File: config.mk
export PLATFORM = sky130hd
export DESIGN_NAME = pci_cmd_status_regs
export DESIGN_NICKNAME = d
export VERILOG_FILES = /design/src/verilog/cfg_regs_pkg.sv /design/src/verilog/cfg_wr_if.sv /design/src/verilog/cmd_reg_unit.sv /design/src/verilog/status_flag_unit.sv /design/src/verilog/pci_cmd_status_regs.sv
export SDC_FILE = /design/constraint.sdc
export NUM_CORES = 1
export LEC_CHECK = 0
export ABC_CLOCK_PERIOD_IN_PS = 1000
export BUFFER_PORTS_ARGS = -buffer_cell sky130_fd_sc_hd__clkbuf_2
export CAP_MARGIN = 20
export CORE_AREA = 2 2 59 61
export CTS_CLUSTER_DIAMETER = 50
export DETAILED_ROUTE_END_ITERATION = 6
export DIE_AREA = 0 0 61 63
export GPL_TIMING_DRIVEN = 0
export PLACE_DENSITY = 0.81
export SYNTH_ARGS = -nofsm -noshare
export SYNTH_HDL_FRONTEND = slang
export SYNTH_SLANG_ARGS = --single-unit
File: constraint.sdc
create_clock -name ref_clk -period 1 [get_ports ref_clk]
set_input_delay 0.1 -clock ref_clk [delete_from_list [all_inputs] [get_ports ref_clk]]
set_output_delay 0.1 -clock ref_clk [all_outputs]
set_load 0.01 [all_outputs]
File: src/verilog/cfg_regs_pkg.sv
// Constants and helpers for the command and status configuration registers
package cfg_regs_pkg;

  // Configuration dword that holds command (low half) and status (high half)
  localparam logic [5:0] CMD_STATUS_DWORD = 6'h01;

  // Command bit positions
  localparam int CMD_IO_BIT = 0;
  localparam int CMD_MEM_BIT = 1;
  localparam int CMD_MASTER_BIT = 2;
  localparam int CMD_SPECIAL_BIT = 3;
  localparam int CMD_MWI_BIT = 4;
  localparam int CMD_VGA_BIT = 5;
  localparam int CMD_PERR_BIT = 6;
  localparam int CMD_STEP_BIT = 7;
  localparam int CMD_SERR_BIT = 8;
  localparam int CMD_FBB_BIT = 9;

  // Writable command bits: 1, 2, 4, 6 and 8
  localparam logic [15:0] CMD_WR_MASK = 16'h0156;
  localparam logic [15:0] CMD_RESET = 16'h0000;

  // Status bit positions
  localparam int STS_CAP_BIT = 4;
  localparam int STS_66MHZ_BIT = 5;
  localparam int STS_FBB_BIT = 7;
  localparam int STS_SSE_BIT = 14;
  localparam int STS_DPE_BIT = 15;

  // Fixed status image: capability list set, medium select timing 01b
  localparam logic [15:0] STS_FIXED = 16'h0210;
  localparam logic STS_FLAG_RESET = 1'b0;

  // Byte enables of a 16-bit half expanded to a bit mask
  function automatic logic [15:0] lane_mask(input logic [1:0] be);
    lane_mask = {{8{be[1]}}, {8{be[0]}}};
  endfunction : lane_mask

endpackage : cfg_regs_pkg

File: src/verilog/cfg_wr_if.sv
// Configuration write strobe shared by the register units
`timescale 1ns/1ps
interface cfg_wr_if;
  logic wr;
  logic [3:0] be;
  logic [31:0] data;

  modport src (
    output wr,
    output be,
    output data
  );
  modport dst (
    input wr,
    input be,
    input data
  );
endinterface : cfg_wr_if

File: src/verilog/cmd_reg_unit.sv
// Command register storage with per-byte writes of the writable bits
`timescale 1ns/1ps
module cmd_reg_unit
  import cfg_regs_pkg::*;
(
  input wire logic ref_clk,
  input wire logic rst,
  cfg_wr_if.dst wr,
  output logic [15:0] cmd
);

  typedef struct packed {
    logic [15:0] cmd;
  } cmd_state_t;

  cmd_state_t cur;
  cmd_state_t next_cur;

  always_comb begin
    logic [15:0] mask;
    mask = 16'h0000;
    next_cur = cur;
    if (wr.wr) begin
      // Read-only and reserved bits never take a write
      mask = lane_mask(wr.be[1:0]) & CMD_WR_MASK;
      next_cur.cmd = (cur.cmd & ~mask) | (wr.data[15:0] & mask);
    end
  end

  always_ff @(posedge ref_clk or posedge rst) begin
    if (rst) begin
      cur.cmd <= CMD_RESET;
    end else begin
      cur <= next_cur;
    end
  end

  assign cmd = cur.cmd;

endmodule : cmd_reg_unit

File: src/verilog/status_flag_unit.sv
// Sticky status error flags, cleared by writing one
`timescale 1ns/1ps
module status_flag_unit
  import cfg_regs_pkg::*;
(
  input wire logic ref_clk,
  input wire logic rst,
  cfg_wr_if.dst wr,
  input wire logic parity_seen,
  input wire logic serr_active,
  output logic dpe_flag,
  output logic sse_flag
);

  typedef struct packed {
    logic dpe;
    logic sse;
  } sts_state_t;

  sts_state_t cur;
  sts_state_t next_cur;

  always_comb begin
    logic [15:0] clr;
    clr = 16'h0000;
    if (wr.wr) begin
      clr = lane_mask(wr.be[3:2]) & wr.data[31:16];
    end
    // Set wins over a same-cycle clear so no event is lost
    next_cur.dpe = parity_seen | (cur.dpe & ~clr[STS_DPE_BIT]);
    next_cur.sse = serr_active | (cur.sse & ~clr[STS_SSE_BIT]);
  end

  always_ff @(posedge ref_clk or posedge rst) begin
    if (rst) begin
      cur.dpe <= STS_FLAG_RESET;
      cur.sse <= STS_FLAG_RESET;
    end else begin
      cur <= next_cur;
    end
  end

  assign dpe_flag = cur.dpe;
  assign sse_flag = cur.sse;

endmodule : status_flag_unit

File: src/verilog/pci_cmd_status_regs.sv
// Command and status configuration registers with the gates they control
`timescale 1ns/1ps
module pci_cmd_status_regs
  import cfg_regs_pkg::*;
(
  input wire logic ref_clk,
  input wire logic rst,
  input wire logic cfg_access,
  input wire logic cfg_write,
  input wire logic [5:0] cfg_dword,
  input wire logic [3:0] cfg_be,
  input wire logic [31:0] cfg_wdata,
  output logic [31:0] cfg_rdata,
  output logic cfg_ack,
  input wire logic mem_decode_hit,
  output logic mem_claim,
  input wire logic bus_master_req,
  output logic master_start,
  input wire logic mwi_req,
  output logic use_mwi,
  input wire logic parity_err_detect,
  input wire logic system_err_detect,
  output logic perr_n_out,
  output logic perr_n_oe,
  output logic serr_n_out,
  output logic serr_n_oe,
  output logic mem_space_en,
  output logic bus_master_en,
  output logic mwi_en,
  output logic perr_resp_en,
  output logic serr_en
);

  typedef struct packed {
    logic [31:0] rdata;
    logic ack;
    logic mem_claim;
    logic master_start;
    logic use_mwi;
    logic perr_n_out;
    logic perr_n_oe;
    logic serr_n_out;
    logic serr_n_oe;
  } top_state_t;

  top_state_t cur;
  top_state_t next_cur;

  logic [15:0] cmd;
  logic dpe_flag;
  logic sse_flag;
  logic hit;
  logic [15:0] cmd_image;
  logic [15:0] sts_image;

  cfg_wr_if cw();

  assign hit = cfg_access && (cfg_dword == CMD_STATUS_DWORD);
  assign cw.wr = hit && cfg_write;
  assign cw.be = cfg_be;
  assign cw.data = cfg_wdata;

  cmd_reg_unit u_cmd (
    .ref_clk (ref_clk),
    .rst (rst),
    .wr (cw),
    .cmd (cmd)
  );

  status_flag_unit u_sts (
    .ref_clk (ref_clk),
    .rst (rst),
    .wr (cw),
    .parity_seen (parity_err_detect),
    .serr_active (cur.serr_n_oe),
    .dpe_flag (dpe_flag),
    .sse_flag (sse_flag)
  );

  // Only writable bits can ever be set in storage
  assign cmd_image = cmd & CMD_WR_MASK;

  always_comb begin
    sts_image = STS_FIXED;
    sts_image[STS_DPE_BIT] = dpe_flag;
    sts_image[STS_SSE_BIT] = sse_flag;
  end

  always_comb begin
    next_cur = cur;
    next_cur.ack = cfg_access;
    if (cfg_access && !cfg_write) begin
      // Other dwords belong to neighbouring registers; they read zero here
      next_cur.rdata = hit ? {sts_image, cmd_image} : 32'h0000_0000;
    end
    next_cur.mem_claim = mem_decode_hit && cmd[CMD_MEM_BIT];
    next_cur.master_start = bus_master_req && cmd[CMD_MASTER_BIT];
    next_cur.use_mwi = mwi_req && cmd[CMD_MWI_BIT];
    // Parity pin: one cycle low, then one cycle driven high before release
    if (parity_err_detect && cmd[CMD_PERR_BIT]) begin
      next_cur.perr_n_oe = 1'b1;
      next_cur.perr_n_out = 1'b0;
    end else if (cur.perr_n_oe && !cur.perr_n_out) begin
      next_cur.perr_n_oe = 1'b1;
      next_cur.perr_n_out = 1'b1;
    end else begin
      next_cur.perr_n_oe = 1'b0;
      next_cur.perr_n_out = 1'b1;
    end
    // Open-drain system error: only ever pulled low, never driven high
    next_cur.serr_n_oe = system_err_detect && cmd[CMD_SERR_BIT];
    next_cur.serr_n_out = !(system_err_detect && cmd[CMD_SERR_BIT]);
  end

  always_ff @(posedge ref_clk or posedge rst) begin
    if (rst) begin
      cur.rdata <= 32'h0000_0000;
      cur.ack <= 1'b0;
      cur.mem_claim <= 1'b0;
      cur.master_start <= 1'b0;
      cur.use_mwi <= 1'b0;
      cur.perr_n_out <= 1'b1;
      cur.perr_n_oe <= 1'b0;
      cur.serr_n_out <= 1'b1;
      cur.serr_n_oe <= 1'b0;
    end else begin
      cur <= next_cur;
    end
  end

  assign cfg_rdata = cur.rdata;
  assign cfg_ack = cur.ack;
  assign mem_claim = cur.mem_claim;
  assign master_start = cur.master_start;
  assign use_mwi = cur.use_mwi;
  assign perr_n_out = cur.perr_n_out;
  assign perr_n_oe = cur.perr_n_oe;
  assign serr_n_out = cur.serr_n_out;
  assign serr_n_oe = cur.serr_n_oe;
  assign mem_space_en = cmd[CMD_MEM_BIT];
  assign bus_master_en = cmd[CMD_MASTER_BIT];
  assign mwi_en = cmd[CMD_MWI_BIT];
  assign perr_resp_en = cmd[CMD_PERR_BIT];
  assign serr_en = cmd[CMD_SERR_BIT];
endmodule : pci_cmd_status_regs

After elaboration in Yosys (flattened, before gate mapping). Cells that the tools add are included. Widths: inputs -> output; s select.

Add/sub/neg operators: 0. Multipliers: 0. Div/mod/pow operators: 0. $lt $le $gt $ge: 0. Equal/unequal tests: 1. Shifts and indexed selects: 0. Multiplexer cells: 4. Bitwise gates (word level): 11. Reduce and logical (&&, ||, !) cells: 12.

Operators with widths (count): $and 16x16->16 (2); $mux 32 (1); $and 16x9->16 (1); $mux 16 (1); $not 9->16 (1); $or 16x16->16 (1); $logic_and 1x1->1 (9); $eq 6x1->1 const B (1); $logic_not 1->1 (3); $and 1x1->1 (2); $mux 2 (1); $not 1->1 (2); $or 1x1->1 (2); $mux 1 (1).

Flip-flop bits (word level): 58. Latch bits: 0. RAM bits: 0. Bits in read-only memories: 0. Input port bits: 51. Output and inout bits: 45. Logic and storage cells: 40. Memories kept: 0.

Longest topological paths before layout. Gate-level depths: netlist (run 1).

Depth in word-level cells: 7. Depth in mapped cells: 4. Mapped depth without buffers: 3.

By module. Synthesis (run 1) repeated with hierarchy kept, for this count alone.

Cells, all modules: 112. Area, all modules: 1161.1 µm².

By module, submodules not included: pci_cmd_status_regs (times used 1, cells each 80, area an instance 785.8 µm², seq. area each 402.9 µm²); cmd_reg_unit (times used 1, cells each 25, area an instance 296.5 µm², seq. area each 125.1 µm²); status_flag_unit (times used 1, cells each 7, area an instance 78.8 µm², seq. area each 50.0 µm²).

Worst setup path after synthesis (run 1). OpenSTA, ideal clock, no wires.

Kind: input -> register. From: input port cfg_dword[2]. To: register with a tool-made name. Library setup time: 0.125 ns. Arrival: 0.848 ns. Required time: 0.875 ns. Slack: 0.027 ns. Stages on the path: 3. Path buffers: 0. Path through: and4bb_4 > nand4_4 > mux2_2.

RTL lines: from (decl) (line pci_cmd_status_regs.sv:10) `input wire logic [5:0] cfg_dword,`.

Worst setup path in the final report (run 1).
From: register, netlist name perr_n_out. To: output port perr_n_out.

RTL lines: to (decl) (line pci_cmd_status_regs.sv:23) `output logic perr_n_out,`.

No word-level cell between the ends.

==> results.sh, run 1 <==
export IMPL_status="finished, violations left"
export IMPL_violations="negative hold slack, negative setup slack"
export IMPL_place_area_um2=1445
export IMPL_crit_fanout=2
export IMPL_synth_simple_area_share_pct=16.88
export IMPL_grt_pass1_vias=789
export IMPL_clock_skew_ns=0.0004608
export IMPL_crit_cells=1
export IMPL_cts_root_buf="clkbuf_4"
export IMPL_critPathCaptureType="output pin"
export IMPL_synth_xor_area_share_pct=0
export IMPL_synth_edf_count=0
export IMPL_synth_cells=99
export IMPL_yosysUniqueCellTypes=19
export IMPL_setup_ws_ns=-0.05640
export IMPL_power_density_nw_per_um2=1064
export IMPL_drv_cap=0
export IMPL_gr_total_overflow=0
export IMPL_period_needed_ns=1.056
export IMPL_max_slew_margin_rel_pct=45.71
export IMPL_seqCellArea_um2=578.1
export IMPL_cts_tree="built"
export IMPL_num_rows=21
export IMPL_pre_cts_ws_ns=-0.1208
export IMPL_nFillCells=321
export IMPL_coreArea_um2=3232
export IMPL_path_buf_inv=1
export IMPL_area_delta_synth_final_pct=47.73
export IMPL_synth_fa_ha_area_share_pct=0
export IMPL_ys_warn_count=0
export IMPL_ys_seq_area_share_pct=53.78
export IMPL_hpwl_mm=1.644
export IMPL_vias=859
export IMPL_drive_gt1_share_pct=50.00
export IMPL_ys_top_cells_by_area="dfrtp_1 (49%), buf_4 (17%), nand2_1 (6.3%)"
export IMPL_diodes=0
export IMPL_hold_violations=21
export IMPL_dr_pass1_iters=4
export IMPL_final_util_pct=49.13
export IMPL_die_w_um=61
export IMPL_grt_max_degree=24
export IMPL_synth_top_family_by_area="buffers and inverters"
export IMPL_setup_viol=3
export IMPL_final_area_um2=1588
export IMPL_multi_input_comb_area_um2=384.1
export IMPL_total_leakage_power_nw=0.9035
export IMPL_cp_required_ns=0.90
export IMPL_cts_num_sinks=23
export IMPL_synth_area_per_cell_um2=10.86
export IMPL_hold_class="in2async"
export IMPL_clockBufferDepth=2
export IMPL_fin_nets=234
export IMPL_cp_start_kind="flip-flop"
export IMPL_fmax_mhz=946.6
export IMPL_crit_slowest_cell="dfstp_2"
export IMPL_crit_arrival_ns=0.96
export IMPL_die_area_um2=3843
export IMPL_ys_ff_latch=23
export IMPL_finalWeightedCongestion=0.6882
export IMPL_ir_worst_vdd_uv=753.8
export IMPL_clk_latency_ns=0.29
export IMPL_synth_area_leader_cell="dfrtp_1"
export IMPL_wl_per_cell_um=8.820
export IMPL_num_io_pins=96
export IMPL_antenna_found_initial=0
export IMPL_cts_clk_slew_worst_paths_ns=0.12
export IMPL_path_cells="buf_6"
export IMPL_report_final_slew_viol_count=0
export IMPL_start_util_pct=33.26
export IMPL_worst_pin_slew_ns=0.8135
export IMPL_hold_slack_ns=-0.07953
export IMPL_drt_wl_total_mm=2.011
export IMPL_tns_ns=-0.1263
export IMPL_drc_errors=0
export IMPL_chipHeight_um=63
export IMPL_rsz0062_at_grt="yes"
export IMPL_rr_worst_depth=2
export IMPL_ys_async_sr_fraction_pct=100.0
export IMPL_viasPerCell=3.768
export IMPL_fin_crit_sh_pct=105.6
export IMPL_htreeDepth=1
export IMPL_max_stage_delay_ns=0.56
export IMPL_cpLargestDelayFamily="flip-flops"
export IMPL_ys_dominant_reg_cell="dfrtp_1"
export IMPL_synthMuxAreaShare_pct=5.239
export IMPL_grt_pass1_wl_mm=3.263
export IMPL_postRouteAntennaNets=0
export IMPL_cts_buffers=3
export IMPL_critical_path_class="reg2out"
export IMPL_port_buffers=46
export IMPL_synth_top_cell_area_share_pct=48.89
export IMPL_synthesis_area_um2=1075
export IMPL_track_usage_pct=11.06
export IMPL_synth_compound_area_share_pct=5.588
export IMPL_first_iter_violations=6
==> per-layer routing <==
layer | wire length (um) | up-vias | track usage [%]
met5 | 0 | - | 0
met4 | 27 | 0 | 4.891
met3 | 118 | 2 | 1.035
met2 | 1113 | 31 | 19.62
met1 | 751 | 384 | 12.95
li1 | - | 442 | -
==> kinds of logic after synthesis <==
family                 after synthesis
muxes                                5
buffers and inverters               28
and+or+nand+nor                     31
DFF                                 23
AOI/OAI and AO/OA                   11
other                                1
==> worst register-to-register path: stages, from the launching register on <==
cell     delay (ns)
dfrtp_1        0.42
buf_4          0.14
mux2_2         0.25
==> cell usage after synthesis (2+ instances only) <==
library cell and n:
a21o_1 2, and2_1 3, and3_1 2, buf_4 24
dfrtp_1 21, dfstp_2 2, inv_1 3, mux2_2 5
nand2_1 18, nand3_1 2, o21ai_0 9
==> repair_timing <==
action                                  4_1_cts  5_1_grt
setup buffers                                 1        6
endpoints found under the hold margin        25       22
endpoints found under the setup margin        3        8
hold buffers                                  3        1
gates resized for setup                       0        7
==> cell type report <==
type                    count  area share (%)
plain buffers              25           11.82
clock buffers               3           1.418
clock inverters             1          0.3152
inverters                   3          0.7092
multi-input cells          70           24.19
flip-flops and latches     23           36.41
well taps                  46           3.625
repair buffers             57           21.51
==> where the power goes <==
group	switching, mW	leakage (nW)	internal, mW	total (mW)
clock network	0.255	0.0177	0.149	0.404
logic	0.135	0.582	0.161	0.297
registers	0.0225	0.304	0.966	0.989
==> stage by stage <==
stage / power, mW / hold WS [ns] / instances
2_1_floorplan: 1.179 / 0.1004 / 121
3_3_place_gp: 1.265 / 0.2471 / 213
3_5_place_dp: 1.272 / 0.2510 / 213
4_1_cts: 1.682 / -0.05104 / 221
5_1_grt: 1.785 / -0.01674 / 228
6_report: 1.689 / -0.07953 / 228
==> path summary, 6_finish.rpt <==
check                                from        endpoint  slack (ns)
setup / recovery               perr_n_out      perr_n_out       -0.06
hold / removal                        rst       mem_claim       -0.08
setup reg to reg                flip-flop       flip-flop        0.09
hold reg to reg                 serr_n_oe  u_sts.sse_flag        0.48
max in group asynchronous             rst       async pin        0.58
min in group ref_clk       bus_master_req    master_start        0.01
==> placed cells by master, fill, tap and decap left out, types with 4 or more instances in the layout <==
| cell | count |
|---|---|
| clkbuf_2 | 43 |
| dlygate4sd3_1 | 4 |
| mux2_2 | 5 |
| conb_1 | 23 |
| buf_6 | 4 |
| o21ai_0 | 9 |
| buf_4 | 30 |
| dfrtp_1 | 21 |
| nand2_1 | 18 |
No activity file was read; power rests on OpenSTA's default activity.
==> inputs of run 2 (changes only) <==
CELL_PAD_IN_SITES_DETAIL_PLACEMENT = 0   (was not set)
CELL_PAD_IN_SITES_GLOBAL_PLACEMENT = 2   (was not set)
CORE_AREA = 2 2 79 81   (was 2 2 59 61)
DIE_AREA = 0 0 81 83   (was 0 0 61 63)
PLACE_DENSITY = 0.84   (was 0.81)
==> results.sh, run 2 (synthesis gave the netlist of run 1 again) <==
export IMPL_status="finished, violations left"
export IMPL_violations="negative hold slack, negative setup slack"
export IMPL_hold_violations=21
export IMPL_drt_wl_total_mm=2.457
export IMPL_hold_slack_ns=-0.01016
export IMPL_clockBufferDepth=2
export IMPL_area_delta_synth_final_pct=45.40
export IMPL_final_common_cell="clkbuf_2"
export IMPL_drc_errors=0
export IMPL_wl_per_cell_um=9.907
export IMPL_antenna_found_initial=0
export IMPL_cts_root_buf="clkbuf_8"
export IMPL_track_usage_pct=7.524
export IMPL_cts_tree="built"
export IMPL_cp_start_kind="flip-flop"
export IMPL_mostFrequentLayoutCells="clkbuf_2 (44), buf_4 (23), conb_1 (23)"
export IMPL_cpLargestDelayFamily="flip-flops"
export IMPL_worst_pin_slew_ns=0.8694
export IMPL_cts_num_sinks=23
export IMPL_rsz0062_at_grt="yes"
export IMPL_first_iter_violations=27
export IMPL_report_final_slew_viol_count=0
export IMPL_num_io_pins=96
export IMPL_post_cts_buffers=0
export IMPL_hold_class="in2async"
export IMPL_crit_slowest_cell="dfstp_2"
export IMPL_die_area_um2=6723
export IMPL_start_util_pct=18.48
export IMPL_crit_fanout=2
export IMPL_setup_ws_ns=-0.006730
export IMPL_place_area_um2=1481
export IMPL_postRouteAntennaNets=0
export IMPL_cts_buffers=3
export IMPL_fmax_mhz=993.3
export IMPL_gr_total_overflow=0
export IMPL_rr_worst_depth=1
export IMPL_path_cells="buf_6"
export IMPL_chipHeight_um=83
export IMPL_fin_nets=225
export IMPL_clock_skew_ns=0.0009753
export IMPL_max_stage_delay_ns=0.55
export IMPL_num_rows=28
export IMPL_setup_viol=1
export IMPL_die_w_um=81
export IMPL_hpwl_mm=2.092
export IMPL_htreeDepth=1
export IMPL_r2r_setup_slack_ns=0.20
export IMPL_critPathCaptureType="output pin"
export IMPL_diodes=0
export IMPL_path_buf_inv=1
export IMPL_total_leakage_power_nw=0.8615
export IMPL_final_area_um2=1563
export IMPL_cp_required_ns=0.90
export IMPL_grt_pass1_wl_mm=3.919
export IMPL_fin_crit_sh_pct=100.7
export IMPL_viasPerCell=3.294
export IMPL_period_needed_ns=1.007
export IMPL_coreArea_um2=5816
export IMPL_port_buffers=46
export IMPL_grt_pass1_vias=793
export IMPL_tns_ns=-0.006730
export IMPL_dr_pass1_iters=4
export IMPL_vias=817
export IMPL_critical_path_class="reg2out"
export IMPL_finalWeightedCongestion=0.7057
export IMPL_grt_max_degree=24
export IMPL_crit_arrival_ns=0.91
export IMPL_power_density_nw_per_um2=1179
export IMPL_drive_gt1_share_pct=47.98
export IMPL_drv_cap=0
export IMPL_max_slew_margin_rel_pct=41.98
export IMPL_clk_latency_ns=0.26
export IMPL_cts_clk_slew_worst_paths_ns=0.08
export IMPL_ir_worst_vdd_uv=399.4
[run 2: how the worst max path moves through the flow]
stage                  from    endpoint  slack [ns]  cells after the start
6_report         perr_n_out  perr_n_out      -0.007                      1
5_1_grt          perr_n_out  perr_n_out       -0.05                      1
4_1_cts          perr_n_out  perr_n_out       -0.04                      1
3_5_place_dp   cfg_dword[5]   flip-flop       -0.11                      4
2_1_floorplan  cfg_dword[2]   flip-flop        0.03                      3
3_3_place_gp   cfg_dword[5]   flip-flop       -0.11                      4
[run 2: what timing repair did]
item                                    CTS  global route
hold buffers                              3             0
hold endpoints to repair                  3             0
cloned                                    0             0
endpoints found under the setup margin    3             2
pin swaps                                 0             0
resized for setup                         0             4
[run 2: layout make-up]
class / count / area (um2)
clock buffers: 3 / 41.29
multi-input cells: 70 / 384.1
repair buffers: 49 / 272.8
plain buffers: 24 / 176.4
clock inverters: 1 / 5.005
flip-flops and latches: 23 / 578.1
well taps: 75 / 93.84
inverters: 3 / 11.26
fillers: 668 / 4253
[run 2: power breakdown]
part	switching (mW)	total, mW	leakage (nW)	internal (mW)
Clock	0.298	0.576	0.0255	0.278
Sequential	0.0229	0.989	0.304	0.966
Combinational	0.133	0.277	0.532	0.144
Total	0.454	1.84	0.862	1.39
[run 2: stage by stage]
step | utilization (%) | setup WS [ns] | power, mW | cells
final | 26.87 | -0.006730 | 1.842 | 248
after global routing | 26.87 | -0.04678 | 1.938 | 248
after CTS | 26.66 | -0.04357 | 1.872 | 248
after detailed placement | 25.47 | -0.1136 | 1.275 | 242
after global placement | 25.47 | -0.1081 | 1.271 | 242
after floorplan | - | 0.02696 | 1.179 | 121
[run 2: routing by layer]
layer	part of all wire (%)	global-route usage (%)	up-vias
met2	49	11.80	33
met5	0	0	-
met4	1.5	3.698	0
li1	-	-	421
met3	9.8	2.174	2
met1	39	9.307	361
==> inputs of run 3 (changes only) <==
PLACE_DENSITY = not set   (was 0.84)
PLACE_DENSITY_LB_ADDON = 0.1   (was not set)
==> results.sh, run 3 (synthesis gave the netlist of run 1 again) <==
export IMPL_status="finished, violations left"
export IMPL_violations="negative hold slack, negative setup slack"
export IMPL_finalWeightedCongestion=0.6857
export IMPL_power_density_nw_per_um2=1167
export IMPL_diodes=0
export IMPL_postRouteAntennaNets=0
export IMPL_hold_class="in2async"
export IMPL_final_area_um2=1573
export IMPL_path_buf_inv=1
export IMPL_mostFrequentLayoutCells="clkbuf_2 (44), buf_4 (24), conb_1 (23)"
export IMPL_place_area_um2=1481
export IMPL_first_iter_violations=27
export IMPL_antenna_found_initial=0
export IMPL_drt_wl_total_mm=2.447
export IMPL_cts_clk_slew_worst_paths_ns=0.08
export IMPL_hold_violations=21
export IMPL_fin_crit_sh_pct=101.8
export IMPL_viasPerCell=3.462
export IMPL_htreeDepth=1
export IMPL_drive_gt1_share_pct=47.70
export IMPL_worst_pin_slew_ns=0.8461
export IMPL_cp_required_ns=0.90
export IMPL_setup_ws_ns=-0.01840
export IMPL_wl_per_cell_um=9.827
export IMPL_cts_buffers=3
export IMPL_hpwl_mm=2.075
export IMPL_grt_pass1_vias=841
export IMPL_hold_slack_ns=-0.01647
export IMPL_die_area_um2=6723
export IMPL_total_leakage_power_nw=0.8660
export IMPL_multi_input_comb_area_um2=384.1
export IMPL_die_w_um=81
export IMPL_cts_root_buf="clkbuf_8"
export IMPL_drv_cap=0
export IMPL_port_buffers=46
export IMPL_report_final_slew_viol_count=0
export IMPL_fmax_mhz=981.9
export IMPL_crit_arrival_ns=0.92
export IMPL_path_cells="buf_8"
export IMPL_num_io_pins=96
export IMPL_pre_cts_ws_ns=-0.1325
export IMPL_cp_start_kind="flip-flop"
export IMPL_clock_skew_ns=0.002826
export IMPL_period_needed_ns=1.018
export IMPL_start_util_pct=18.48
export IMPL_rsz0062_at_grt="yes"
export IMPL_cts_tree="built"
export IMPL_tns_ns=-0.01840
export IMPL_setup_viol=1
export IMPL_crit_fanout=2
export IMPL_dr_pass1_iters=3
export IMPL_num_rows=28
export IMPL_chipHeight_um=83
export IMPL_final_common_cell="clkbuf_2"
export IMPL_vias=862
export IMPL_grt_max_degree=24
export IMPL_cpLargestDelayFamily="flip-flops"
export IMPL_nFillCells=686
export IMPL_crit_slowest_cell="dfstp_2"
export IMPL_gr_total_overflow=0
export IMPL_drc_errors=0
export IMPL_critPathCaptureType="output pin"
export IMPL_grt_pass1_wl_mm=4.029
export IMPL_clockBufferDepth=2
export IMPL_area_delta_synth_final_pct=46.33
export IMPL_fin_nets=226
export IMPL_clk_latency_ns=0.26
export IMPL_ir_worst_vdd_uv=577.5
export IMPL_seqCellArea_um2=578.1
export IMPL_max_stage_delay_ns=0.56
export IMPL_max_slew_margin_rel_pct=43.53
export IMPL_track_usage_pct=7.721
export IMPL_coreArea_um2=5816
export IMPL_cts_num_sinks=23
export IMPL_critical_path_class="reg2out"
export IMPL_final_util_pct=27.04
==> run 3: worst paths after layout <==
check,slack [ns],depth (start not counted),endpoint,startpoint
max,-0.02,1,perr_n_out,perr_n_out
max reg2reg,0.18,1,flip-flop,flip-flop
max in group asynchronous,0.50,2,async pin,rst
min,-0.02,2,cfg_rdata[25],rst
min in group ref_clk,0.05,2,use_mwi,mwi_req
min reg2reg,0.45,1,u_sts.sse_flag,serr_n_oe
==> run 3: final cells by class <==
class,count,share of cell area (%)
Sequential cell,23,36.75
Inverter,3,0.7160
Clock buffer,4,2.864
Multi-Input combinational cell,70,24.42
Tap cell,75,5.967
Buffer,24,11.22
Timing Repair Buffer,50,18.06
==> run 3: per-layer routing <==
layer	global-route usage [%]	routed length (um)	vias up
li1	-	-	425
met1	8.345	888	401
met2	14.27	1334	32
met3	0.7609	166	4
met4	4.160	58	0
met5	0	0	-
==> run 3: what timing repair did <==
| item | 4_1_cts | 5_1_grt |
|---|---|---|
| gates resized for setup | 1 | 3 |
| setup endpoints to repair | 3 | 2 |
| hold buffers | 3 | 0 |
| hold endpoints to repair | 3 | 0 |
| setup buffers | 1 | 0 |
==> run 3: where the power goes <==
group	internal [mW]	leakage, nW	switching (mW)	total [mW]
Combinational	0.145	0.540	0.135	0.280
Clock	0.284	0.0228	0.280	0.563
Sequential	0.966	0.304	0.0257	0.992
==> run 3: stage by stage <==
| stage | cells | total power [mW] |
|---|---|---|
| floorplan | 121 | 1.179 |
| global placement | 242 | 1.276 |
| detailed placement | 242 | 1.279 |
| CTS | 249 | 1.863 |
| global route | 249 | 1.939 |
| finish | 249 | 1.835 |
